[src/verilog/pci_pkg.sv]
// package for the pin change interrupt and open-drain block
// assumes a 32-bit AXI4-Lite register bus and a single 250 MHz clock
package pci_pkg;
    localparam int PinCount = 32;
    localparam int AddrWidth = 8;
    localparam logic [7:0] OffIrqEnableSet = 8'h40;
    localparam logic [7:0] OffIrqEnableClear = 8'h44;
    localparam logic [7:0] OffIrqMaskView = 8'h48;
    localparam logic [7:0] OffChangeFlags = 8'h4C;
    localparam logic [7:0] OffOpenDrainSet = 8'h50;
    localparam logic [7:0] OffOpenDrainClear = 8'h54;
    localparam logic [7:0] OffOpenDrainView = 8'h58;
    localparam logic [31:0] MaskReset = 32'h0000_0000;
    localparam logic [31:0] OpenDrainReset = 32'h0000_0000;
    localparam logic [31:0] FlagsReset = 32'h0000_0000;
    localparam logic [1:0] RespOkay = 2'h0;
    localparam logic [1:0] RespSlvErr = 2'h2;

    typedef struct packed {
        logic [31:0] data;
        logic [1:0] resp;
    } pci_rd_t;
endpackage
[src/verilog/pci_pin_change.sv]
// pin change detector, interrupt mask and open-drain control for 32 pins
// assumes pin levels arrive asynchronously; outputs feed the pad ring
//
// Contract
// - writing one to enable-set enables that pin's change interrupt
// - enable and disable act whether or not the pin is parallel io
// - enable-clear disables interrupt; change detection keeps recording
// - mask view reads enabled pins, resets zero, follows set/clear writes
// - any rising or falling edge sets the pin's change flag
// - detection works for any pin owner and any direction
// - change flags clear when read and are zero after reset
// - a set flag stays set until the next read
// - writing one to open-drain set makes that pin's driver open-drain
// - writing one to open-drain clear returns the pin to push-pull
// - open-drain view reads configured pins, zero after reset
//
// Local design decision: the AXI4-Lite slave port.
`timescale 1ns/1ps
module pci_pin_change
    import pci_pkg::*;
(
    input wire logic clk,
    input wire logic srst,
    input wire logic [AddrWidth-1:0] s_axi_awaddr,
    input wire logic s_axi_awvalid,
    output logic s_axi_awready,
    input wire logic [31:0] s_axi_wdata,
    input wire logic [3:0] s_axi_wstrb,
    input wire logic s_axi_wvalid,
    output logic s_axi_wready,
    output logic [1:0] s_axi_bresp,
    output logic s_axi_bvalid,
    input wire logic s_axi_bready,
    input wire logic [AddrWidth-1:0] s_axi_araddr,
    input wire logic s_axi_arvalid,
    output logic s_axi_arready,
    output logic [31:0] s_axi_rdata,
    output logic [1:0] s_axi_rresp,
    output logic s_axi_rvalid,
    input wire logic s_axi_rready,
    input wire logic [PinCount-1:0] pinLevel,
    input wire logic [PinCount-1:0] outData,
    input wire logic [PinCount-1:0] outEnable,
    output logic [PinCount-1:0] padOut,
    output logic [PinCount-1:0] padOe,
    output logic irqOut
);

    // ****************************************************************
    // pin synchroniser and edge detect
    // ****************************************************************
    logic [PinCount-1:0] pinMeta_q;
    logic [PinCount-1:0] pinSync_q;
    logic [PinCount-1:0] pinLast_q;
    logic [PinCount-1:0] pinEdge;
    logic primed_q;

    always_ff @(posedge clk) begin
        pinMeta_q <= pinLevel;
        pinSync_q <= pinMeta_q;
        pinLast_q <= pinSync_q;
    end

    // edges are masked during reset and for the first cycle after it
    always_ff @(posedge clk) begin
        if (srst) begin
            primed_q <= 1'b0;
        end else begin
            primed_q <= 1'b1;
        end
    end

    // raw pad level is used, so owner and direction do not matter
    assign pinEdge = primed_q ? (pinSync_q ^ pinLast_q) : '0;

    // ****************************************************************
    // write channel
    // ****************************************************************
    logic awHeld_q;
    logic wHeld_q;
    logic [AddrWidth-1:0] awAddr_q;
    logic [31:0] wData_q;
    logic writeFire;
    logic writeHit;

    assign writeFire = awHeld_q && wHeld_q && !s_axi_bvalid;

    always_ff @(posedge clk) begin
        if (srst) begin
            awHeld_q <= 1'b0;
            awAddr_q <= '0;
            s_axi_awready <= 1'b0;
        end else if (writeFire) begin
            awHeld_q <= 1'b0;
            s_axi_awready <= 1'b0;
        end else if (s_axi_awvalid && s_axi_awready) begin
            awHeld_q <= 1'b1;
            awAddr_q <= s_axi_awaddr;
            s_axi_awready <= 1'b0;
        end else begin
            s_axi_awready <= !awHeld_q && !s_axi_bvalid;
        end
    end

    // strobes are ignored: set and clear words act on whole words
    always_ff @(posedge clk) begin
        if (srst) begin
            wHeld_q <= 1'b0;
            wData_q <= '0;
            s_axi_wready <= 1'b0;
        end else if (writeFire) begin
            wHeld_q <= 1'b0;
            s_axi_wready <= 1'b0;
        end else if (s_axi_wvalid && s_axi_wready) begin
            wHeld_q <= 1'b1;
            wData_q <= s_axi_wdata;
            s_axi_wready <= 1'b0;
        end else begin
            s_axi_wready <= !wHeld_q && !s_axi_bvalid;
        end
    end

    always_comb begin
        unique case (awAddr_q[7:2])
            OffIrqEnableSet[7:2],
            OffIrqEnableClear[7:2],
            OffOpenDrainSet[7:2],
            OffOpenDrainClear[7:2]: writeHit = 1'b1;
            default: writeHit = 1'b0;
        endcase
    end

    always_ff @(posedge clk) begin
        if (srst) begin
            s_axi_bvalid <= 1'b0;
            s_axi_bresp <= RespOkay;
        end else if (writeFire) begin
            s_axi_bvalid <= 1'b1;
            s_axi_bresp <= writeHit ? RespOkay : RespSlvErr;
        end else if (s_axi_bready) begin
            s_axi_bvalid <= 1'b0;
        end
    end

    // ****************************************************************
    // interrupt mask and open-drain configuration
    // ****************************************************************
    logic [PinCount-1:0] irqMask_q;
    logic [PinCount-1:0] openDrain_q;
    logic [PinCount-1:0] flags_q;
    logic wrEnSet;
    logic wrEnClr;
    logic wrOdSet;
    logic wrOdClr;

    assign wrEnSet = writeFire && awAddr_q[7:2] == OffIrqEnableSet[7:2];
    assign wrEnClr = writeFire && awAddr_q[7:2] == OffIrqEnableClear[7:2];
    assign wrOdSet = writeFire && awAddr_q[7:2] == OffOpenDrainSet[7:2];
    assign wrOdClr = writeFire && awAddr_q[7:2] == OffOpenDrainClear[7:2];

    // no pin-owner term gates these writes
    always_ff @(posedge clk) begin
        if (srst) begin
            irqMask_q <= MaskReset;
        end else if (wrEnSet) begin
            irqMask_q <= irqMask_q | wData_q;
        end else if (wrEnClr) begin
            irqMask_q <= irqMask_q & ~wData_q;
        end
    end

    always_ff @(posedge clk) begin
        if (srst) begin
            openDrain_q <= OpenDrainReset;
        end else if (wrOdSet) begin
            openDrain_q <= openDrain_q | wData_q;
        end else if (wrOdClr) begin
            openDrain_q <= openDrain_q & ~wData_q;
        end
    end

    // ****************************************************************
    // read channel and change flags
    // ****************************************************************
    logic readFire;
    logic readHit;
    logic flagsRead;
    logic [31:0] readWord;

    assign readFire = s_axi_arvalid && s_axi_arready;
    assign flagsRead = readFire && s_axi_araddr[7:2] == OffChangeFlags[7:2];

    always_comb begin
        readHit = 1'b1;
        unique case (s_axi_araddr[7:2])
            OffIrqMaskView[7:2]: readWord = irqMask_q;
            OffChangeFlags[7:2]: readWord = flags_q;
            OffOpenDrainView[7:2]: readWord = openDrain_q;
            OffIrqEnableSet[7:2],
            OffIrqEnableClear[7:2],
            OffOpenDrainSet[7:2],
            OffOpenDrainClear[7:2]: readWord = '0;
            default: begin
                readWord = '0;
                readHit = 1'b0;
            end
        endcase
    end

    // detection ignores the mask, so a disabled pin still records
    // a new edge beats the read clear, else the change would be lost
    for (genvar p = 0; p < PinCount; p++) begin : g_flag
        always_ff @(posedge clk) begin
            if (srst) begin
                flags_q[p] <= FlagsReset[p];
            end else if (pinEdge[p]) begin
                flags_q[p] <= 1'b1;
            end else if (flagsRead) begin
                flags_q[p] <= 1'b0;
            end
        end
    end

    // read answer travels as one word plus response code
    pci_rd_t readAns_q;

    assign s_axi_rdata = readAns_q.data;
    assign s_axi_rresp = readAns_q.resp;

    always_ff @(posedge clk) begin
        if (srst) begin
            s_axi_arready <= 1'b0;
            s_axi_rvalid <= 1'b0;
            readAns_q.data <= '0;
            readAns_q.resp <= RespOkay;
        end else if (readFire) begin
            s_axi_arready <= 1'b0;
            s_axi_rvalid <= 1'b1;
            readAns_q.data <= readWord;
            readAns_q.resp <= readHit ? RespOkay : RespSlvErr;
        end else if (s_axi_rvalid) begin
            if (s_axi_rready) begin
                s_axi_rvalid <= 1'b0;
            end
        end else begin
            s_axi_arready <= 1'b1;
        end
    end

    // ****************************************************************
    // pad drive and interrupt output
    // ****************************************************************
    // open-drain pins only ever pull low; a high is left to the line
    // limitation: the line then rises only as fast as its pull-up allows
    for (genvar p = 0; p < PinCount; p++) begin : g_pad
        always_ff @(posedge clk) begin
            if (srst) begin
                padOut[p] <= 1'b0;
                padOe[p] <= 1'b0;
            end else if (openDrain_q[p]) begin
                padOut[p] <= 1'b0;
                padOe[p] <= outEnable[p] && !outData[p];
            end else begin
                padOut[p] <= outData[p];
                padOe[p] <= outEnable[p];
            end
        end
    end

    always_ff @(posedge clk) begin
        if (srst) begin
            irqOut <= 1'b0;
        end else begin
            irqOut <= |(flags_q & irqMask_q);
        end
    end

endmodule // pci_pin_change

[config.mk]
export PLATFORM = sky130hd
export DESIGN_NAME = pci_pin_change
export DESIGN_NICKNAME = d
export VERILOG_FILES = /design/src/verilog/pci_pkg.sv /design/src/verilog/pci_pin_change.sv
export SDC_FILE = /design/constraint.sdc
export NUM_CORES = 1
export LEC_CHECK = 0
export BUFFER_PORTS_ARGS = -buffer_cell sky130_fd_sc_hd__buf_2
export CORE_UTILIZATION = 30
export CTS_BUF_LIST = sky130_fd_sc_hd__clkbuf_4
export DETAILED_ROUTE_END_ITERATION = 12
export GPL_ROUTABILITY_DRIVEN = 0
export RECOVER_POWER = 50
export SETUP_SLACK_MARGIN = 0.2
export SKIP_LAST_GASP = 1
export SYNTH_ARGS = -nofsm -noshare
export SYNTH_HDL_FRONTEND = slang
export SYNTH_SLANG_ARGS = --single-unit
[constraint.sdc]
create_clock -name clk -period 2.5 [get_ports clk]
set_clock_uncertainty 0.1 [all_clocks]
set_input_delay 0.125 -clock clk [delete_from_list [all_inputs] [get_ports clk]]
set_output_delay 0.125 -clock clk [all_outputs]
set_load 0.05 [all_outputs]
# Yosys cells after proc, flatten, opt, wreduce, memory -nomap -nowiden
# Index checks and enable logic that the tools add are counted.
[classes]
add_sub_neg = 0
multipliers = 0
div = 0
order_cmp = 0
n_eq_ne = 11
n_shift = 0
mux = 81
bitwise_logic = 8
reduce_logical = 155
[ops]
columns = ["cell", "count"]
rows = [
  ["$mux W32", 5],
  ["$and A32 B32 Y32", 3],
  ["$pmux W32 S3", 1],
  ["$mux W1", 73],
  ["$reduce_bool A2 Y1", 35],
  ["$reduce_or A2 Y1", 34],
  ["$eq A6 B5 Y1 const B", 11],
  ["$or A32 B32 Y32", 2],
  ["$logic_and A1 B1 Y1", 44],
  ["$logic_not A1 Y1", 35],
  ["$not A32 Y32", 1],
  ["$reduce_or A32 Y1", 1],
  ["$xor A32 B32 Y32", 1],
  ["$reduce_or A7 Y1", 1],
  ["$reduce_or A3 Y1", 2],
  ["$mux W2", 2],
  ["$reduce_and A2 Y1", 2],
  ["$reduce_or A4 Y1", 1],
  ["$not A1 Y1", 1],
]
[word_totals]
ff_bits = 341
latch_bits = 0
ram_bits = 0
rom_bits = 0
in_bits = 155
output_inout_bits = 106
n_memories = 0

# Depth between registers and ports, before layout
[depth]
word_depth = 5
depth_mapped = 6

# Least setup slack after synthesis
# Ideal clock, no wire load.
[synth_path]
path_type = "reg-to-reg"
from = "register s_axi_bvalid"
to = "register (tool-made name)"
setup_time_ns = 0.139
arrival_ns = 1.572
required_time_ns = 2.261
slack_ns = 0.690
stages_incl_launch_ff = 7
n_path_buf = 3
period_less_slack_ns = 1.810
cell_sequence = "dfxtp_1 and3b_1 buf_4 buf_6 buf_2 a41oi_1 a311oi_1"
[synth_lines]
columns = ["element", "line", "rtl"]
rows = [
  ["from (decl)", "pci_pin_change.sv:32", "output logic s_axi_bvalid,"],
  ["from (signal assigned)", "pci_pin_change.sv:135", "s_axi_bvalid <= 1'b0;"],
  ["from (signal assigned)", "pci_pin_change.sv:138", "s_axi_bvalid <= 1'b1;"],
  ["from (signal assigned)", "pci_pin_change.sv:141", "s_axi_bvalid <= 1'b0;"],
]

# Worst setup path after layout
[layout_path]
from = "register s_axi_arready"
to = "register flags_q[6]"
[layout_between]
elab_chain_len = 3
[layout_lines]
columns = ["element", "line", "rtl"]
rows = [
  ["from (decl)", "pci_pin_change.sv:36", "output logic s_axi_arready,"],
  ["from (signal assigned)", "pci_pin_change.sv:232", "s_axi_arready <= 1'b0;"],
  ["from (signal assigned)", "pci_pin_change.sv:237", "s_axi_arready <= 1'b0;"],
  ["from (signal assigned)", "pci_pin_change.sv:246", "s_axi_arready <= 1'b1;"],
  ["$logic_and A1 B1 Y1", "pci_pin_change.sv:190", "assign readFire = s_axi_arvalid && s_axi_arready;"],
  ["$logic_and A1 B1 Y1", "pci_pin_change.sv:191", "assign flagsRead = readFire && s_axi_araddr[7:2] == OffChangeFlags[7:2];"],
  ["$reduce_bool A2 Y1 (no source line)", "-", ""],
  ["to (signal, indexed assignment)", "pci_pin_change.sv:215", "flags_q[p] <= FlagsReset[p];"],
  ["to (decl)", "pci_pin_change.sv:150", "logic [PinCount-1:0] flags_q;"],
]
# Every way passes these cells.
# A chain may end at the register's enable or synchronous reset.

==> impl_metrics.py <==
metrics = {
    "outcome": {
        "status": "finished, final reports clean",
    },
    "run": {
        "drv_cap": 0,
    },
    "worst_setup_path": {
        "worst_r2r_startpoint": "s_axi_arready",
        "timing.critical_path.required_ns": 3.07,
        "crit_path_end_kind": "flop",
        "critPathBufInv": 2,
        "setup.reg_to_reg.worst_slack_ns": 0.25,
        "worst-r2r-cell-count": 5,
        "worst_ep_arrival_time_ns": 2.82,
        "worstPathCellList": "nand3_1 -> clkbuf_2 -> o31ai_1 -> a21oi_1 -> dlygate4sd3_1",
        "number_of_stages_on_the_worst_setup_path": 5,
        "critPathLaunch": "s_axi_arready",
        "worst_path_largest_cell_delay_ns": 0.58,
        "timing.setup.critical_path_class": "flop to flop",
        "critical_path_fanout_max": 33,
        "reg2reg_to": "flags_q[6]",
        "crit_path_start_kind": "flop",
        "cpLargestDelayFamily": "buffers and inverters",
        "critical_path.slowest_cell": "sky130_fd_sc_hd__dlygate4sd3_1",
        "setup.worst_path.end": "flags_q[6]",
    },
    "yosys": {
        "synthesis.yosys.warnings": 0,
        "syn_area_per_cell_um2": 10.9,
        "async_s_r_ff_share_synth": 0,
        "synthAdderAreaFrac": 0,
        "synthCells": 1066,
        "synth.lib_cells_used.distinct": 39,
        "synth_top_family_by_area": "compound AO/OA/AOI/OAI gates",
        "synthDominantAreaCellType": "sky130_fd_sc_hd__dfxtp_1",
        "netlist.area_leader.share": 0.580,
        "synth_mux_area_frac": 0.0293,
        "synth_simple_gate_area_frac": 0.0960,
        "synth-compound-area-share": 0.224,
        "post_synth_most_frequent_cells": "sky130_fd_sc_hd__dfxtp_1, sky130_fd_sc_hd__a21oi_1, sky130_fd_sc_hd__nand2_1, sky130_fd_sc_hd__clkbuf_1, sky130_fd_sc_hd__a311oi_1",
        "synth_xor_area_frac": 0.0241,
        "post-synth-top-count-cell": "sky130_fd_sc_hd__dfxtp_1",
        "ys_seq_area_frac": 0.580,
        "synth.top_cells.by_area": "sky130_fd_sc_hd__dfxtp_1, sky130_fd_sc_hd__a311oi_1, sky130_fd_sc_hd__a41oi_1",
        "synth-seq-cells": 337,
        "synth.cell_area_mm2": 0.0116,
        "ys_dominant_reg_cell": "sky130_fd_sc_hd__dfxtp_1",
        "synth-edff-count": 0,
    },
    "sta": {
        "finalMaxSlewViolations": 0,
        "finalCritPeriodShare": 0.902,
        "final_ws_setup_ns": 0.246,
        "setup-violations-final": 0,
        "finalHoldViolations": 0,
        "tns_ns": 0,
        "rsz0062_at_grt": "no",
        "finalWorstPathRequiredPeriod_ns": 2.25,
        "tightestPinTransition_ns": 1.03,
        "hold_slack_ns": 0.0755,
        "max_freq_mhz": 444,
        "max_slew_margin": 0.311,
    },
    "grt": {
        "global_route_usage_over_all_layers": 0.196,
        "grt_first_pass_wirelength_um": 59800,
        "vias_in_the_first_global_route": 11000,
        "grtUsageMet1": 0.244,
        "grt_use_met3": 0.0526,
        "grt_start_max_net_pins": 107,
        "grt_antenna_before_repair": 7,
        "layer_carrying_the_most_global_route_usage": "met2",
        "overflow": 0,
        "use_met2": 0.313,
    },
    "clock_network": {
        "cts_tree": "yes",
        "cts_htree_levels": 3,
        "number_of_cts_inserted_buffers": 93,
        "cts_sinks": 337,
        "clock_slew_at_the_register_clock_pins_of_the_worst_setup_and_hold_paths_ns": 0.06,
        "source_to_sink_clock_delay_at_the_later_pin_of_the_worst_skew_pair_ns": 0.78,
        "maximum_number_of_buffers_from_clock_root_to_sink": 3,
        "clk_root_buffer_cell": "sky130_fd_sc_hd__clkbuf_4",
        "postCtsSetupRepairBufs": 0,
    },
    "worst_hold_path": {
        "worst_hold_check_path_type": "input port to flop",
    },
    "power_and_ir_drop": {
        "internal_power_mw": 8.84,
        "power_frac_clock": 0.416,
        "netSwitchingPower_mw": 3.22,
        "p_sw_frac": 0.267,
        "power.share.sequential": 0.477,
        "power.density_mw_per_mm2": 699,
        "combinationalPowerShare": 0.107,
        "irDropWorstVdd_mv": 0.352,
        "static-leakage-power_nw": 6.82,
    },
    "routing": {
        "routed-via-count": 11000,
        "remaining_drc_errors": 0,
        "ant_nets": 0,
        "wl_per_cell_um": 17.7,
        "drt_iter0_drc": 634,
        "firstDrtPassIters": 5,
        "routed_wirelength_um": 39100,
        "post_drt_via_cell_ratio": 5.00,
    },
    "floorplanning": {
        "core_area_mm2": 0.0379,
        "die-area_mm2": 0.0396,
        "die_y_um": 199,
        "initial_core_util": 0.307,
        "fp.dieW_um": 199,
        "top_level_ports": 261,
        "row_count": 71,
    },
    "cells_and_area": {
        "drive_gt1_frac": 0.222,
        "stdcell_area_mm2": 0.0173,
        "areaGrowthSynthToFinish_pct": 48.4,
        "finish.net_count": 1773,
        "final-instance-count-excl-fill": 2202,
        "final.fill_count": 3632,
    },
    "placement": {
        "placement.setup.worst_slack_ns": 0.682,
        "io_buffer_count": 250,
        "placedCellCount": 1747,
        "detailed_place.area_mm2": 0.0133,
        "post-dp-hpwl_um": 23300,
    },
}
## logic make-up after synthesis
logic type	after synthesis
AO/OA/AOI/OAI	352
flip-flops	337
AND/OR/NAND/NOR	201
buffers and inverters	109
multiplexers	34
XOR/XNOR	32
other	1
## power by group through the flow
stage,combinational [mW],sequential (mW),clock (mW)
after floorplan,0.408,6.04,0
after global placement,0.946,5.86,0
after detailed placement,0.953,5.87,0
after CTS,1.30,5.75,5.17
after global routing,1.39,5.78,5.48
final,1.29,5.76,5.01
## cell type report
type                            instances  area [um^2]  share of cell area
Sequential cell                       337         6750               0.391
Multi-Input combinational cell        621         4380               0.253
Timing Repair Buffer                  562         4300               0.249
Clock buffer                          134         1010              0.0583
Tap cell                              511          639              0.0370
Clock inverter                         30          179              0.0104
Inverter                                3         11.3            0.000652
Antenna cell                            4         10.0            0.000580
## routing by layer
metal  routed length (um)  vias up
li1                     -     5217
met1                16700     5233
met2                18100      456
met3                 3030       93
met4                 1230        6
met5                   35        -
## worst reg2reg max path, stage by stage, from the launching register on
cell and delay, ns:
sky130_fd_sc_hd__dfxtp_1 0.44, sky130_fd_sc_hd__nand3_1 0.10, sky130_fd_sc_hd__clkbuf_2 0.45, sky130_fd_sc_hd__o31ai_1 0.39
sky130_fd_sc_hd__a21oi_1 0.09, sky130_fd_sc_hd__dlygate4sd3_1 0.58
## worst min path at each step
stage	from	to	cells past startpoint	slack [ns]
after global placement	pinLevel[22]	pinMeta_q[22]	1	0.13
after CTS	outData[11]	padOut[11]	3	0.005
after global routing	outData[9]	padOut[9]	3	0.04
final	outEnable[16]	padOe[16]	3	0.08
after floorplan	pinLevel[0]	pinMeta_q[0]	0	0.05
after detailed placement	pinLevel[22]	pinMeta_q[22]	1	0.13
## repair_timing
action	in CTS	in global routing
endpoints found under the setup margin	0	15
hold buffers	287	0
resized for setup	0	2
endpoints found under the hold margin	214	0
## cell usage in the layout, fill, tap and decap left out, types with 3 or more instances in the layout
cell type and count:
sky130_fd_sc_hd__clkbuf_4 135, sky130_fd_sc_hd__inv_1 3, sky130_fd_sc_hd__a311oi_1 63, sky130_fd_sc_hd__nor3_1 3, sky130_fd_sc_hd__a22oi_1 16, sky130_fd_sc_hd__nand2b_1 3
sky130_fd_sc_hd__dfxtp_1 336, sky130_fd_sc_hd__nor2_1 3, sky130_fd_sc_hd__o21ai_0 38, sky130_fd_sc_hd__xor2_1 32, sky130_fd_sc_hd__a22o_1 32, sky130_fd_sc_hd__nand3_1 39
sky130_fd_sc_hd__buf_12 4, sky130_fd_sc_hd__clkbuf_1 54, sky130_fd_sc_hd__o2bb2ai_1 32, sky130_fd_sc_hd__nand2_1 68, sky130_fd_sc_hd__nor3_4 3, sky130_fd_sc_hd__clkinv_1 21
sky130_fd_sc_hd__buf_2 195, sky130_fd_sc_hd__nand4_1 6, sky130_fd_sc_hd__nor3b_1 32, sky130_fd_sc_hd__a21oi_1 73, sky130_fd_sc_hd__clkinv_2 3, sky130_fd_sc_hd__o31ai_1 32
sky130_fd_sc_hd__diode_2 4, sky130_fd_sc_hd__a41oi_1 62, sky130_fd_sc_hd__dlygate4sd3_1 287, sky130_fd_sc_hd__and3_1 32, sky130_fd_sc_hd__buf_4 17, sky130_fd_sc_hd__mux2i_1 34
## per-stage QoR
step	utilization	power, mW
6_report	0.455	12.1
5_1_grt	0.455	12.6
4_1_cts	0.457	12.2
3_5_place_dp	0.350	6.82
3_3_place_gp	0.350	6.81
2_1_floorplan	-	6.45
No activity file was read; power rests on OpenSTA's default activity.
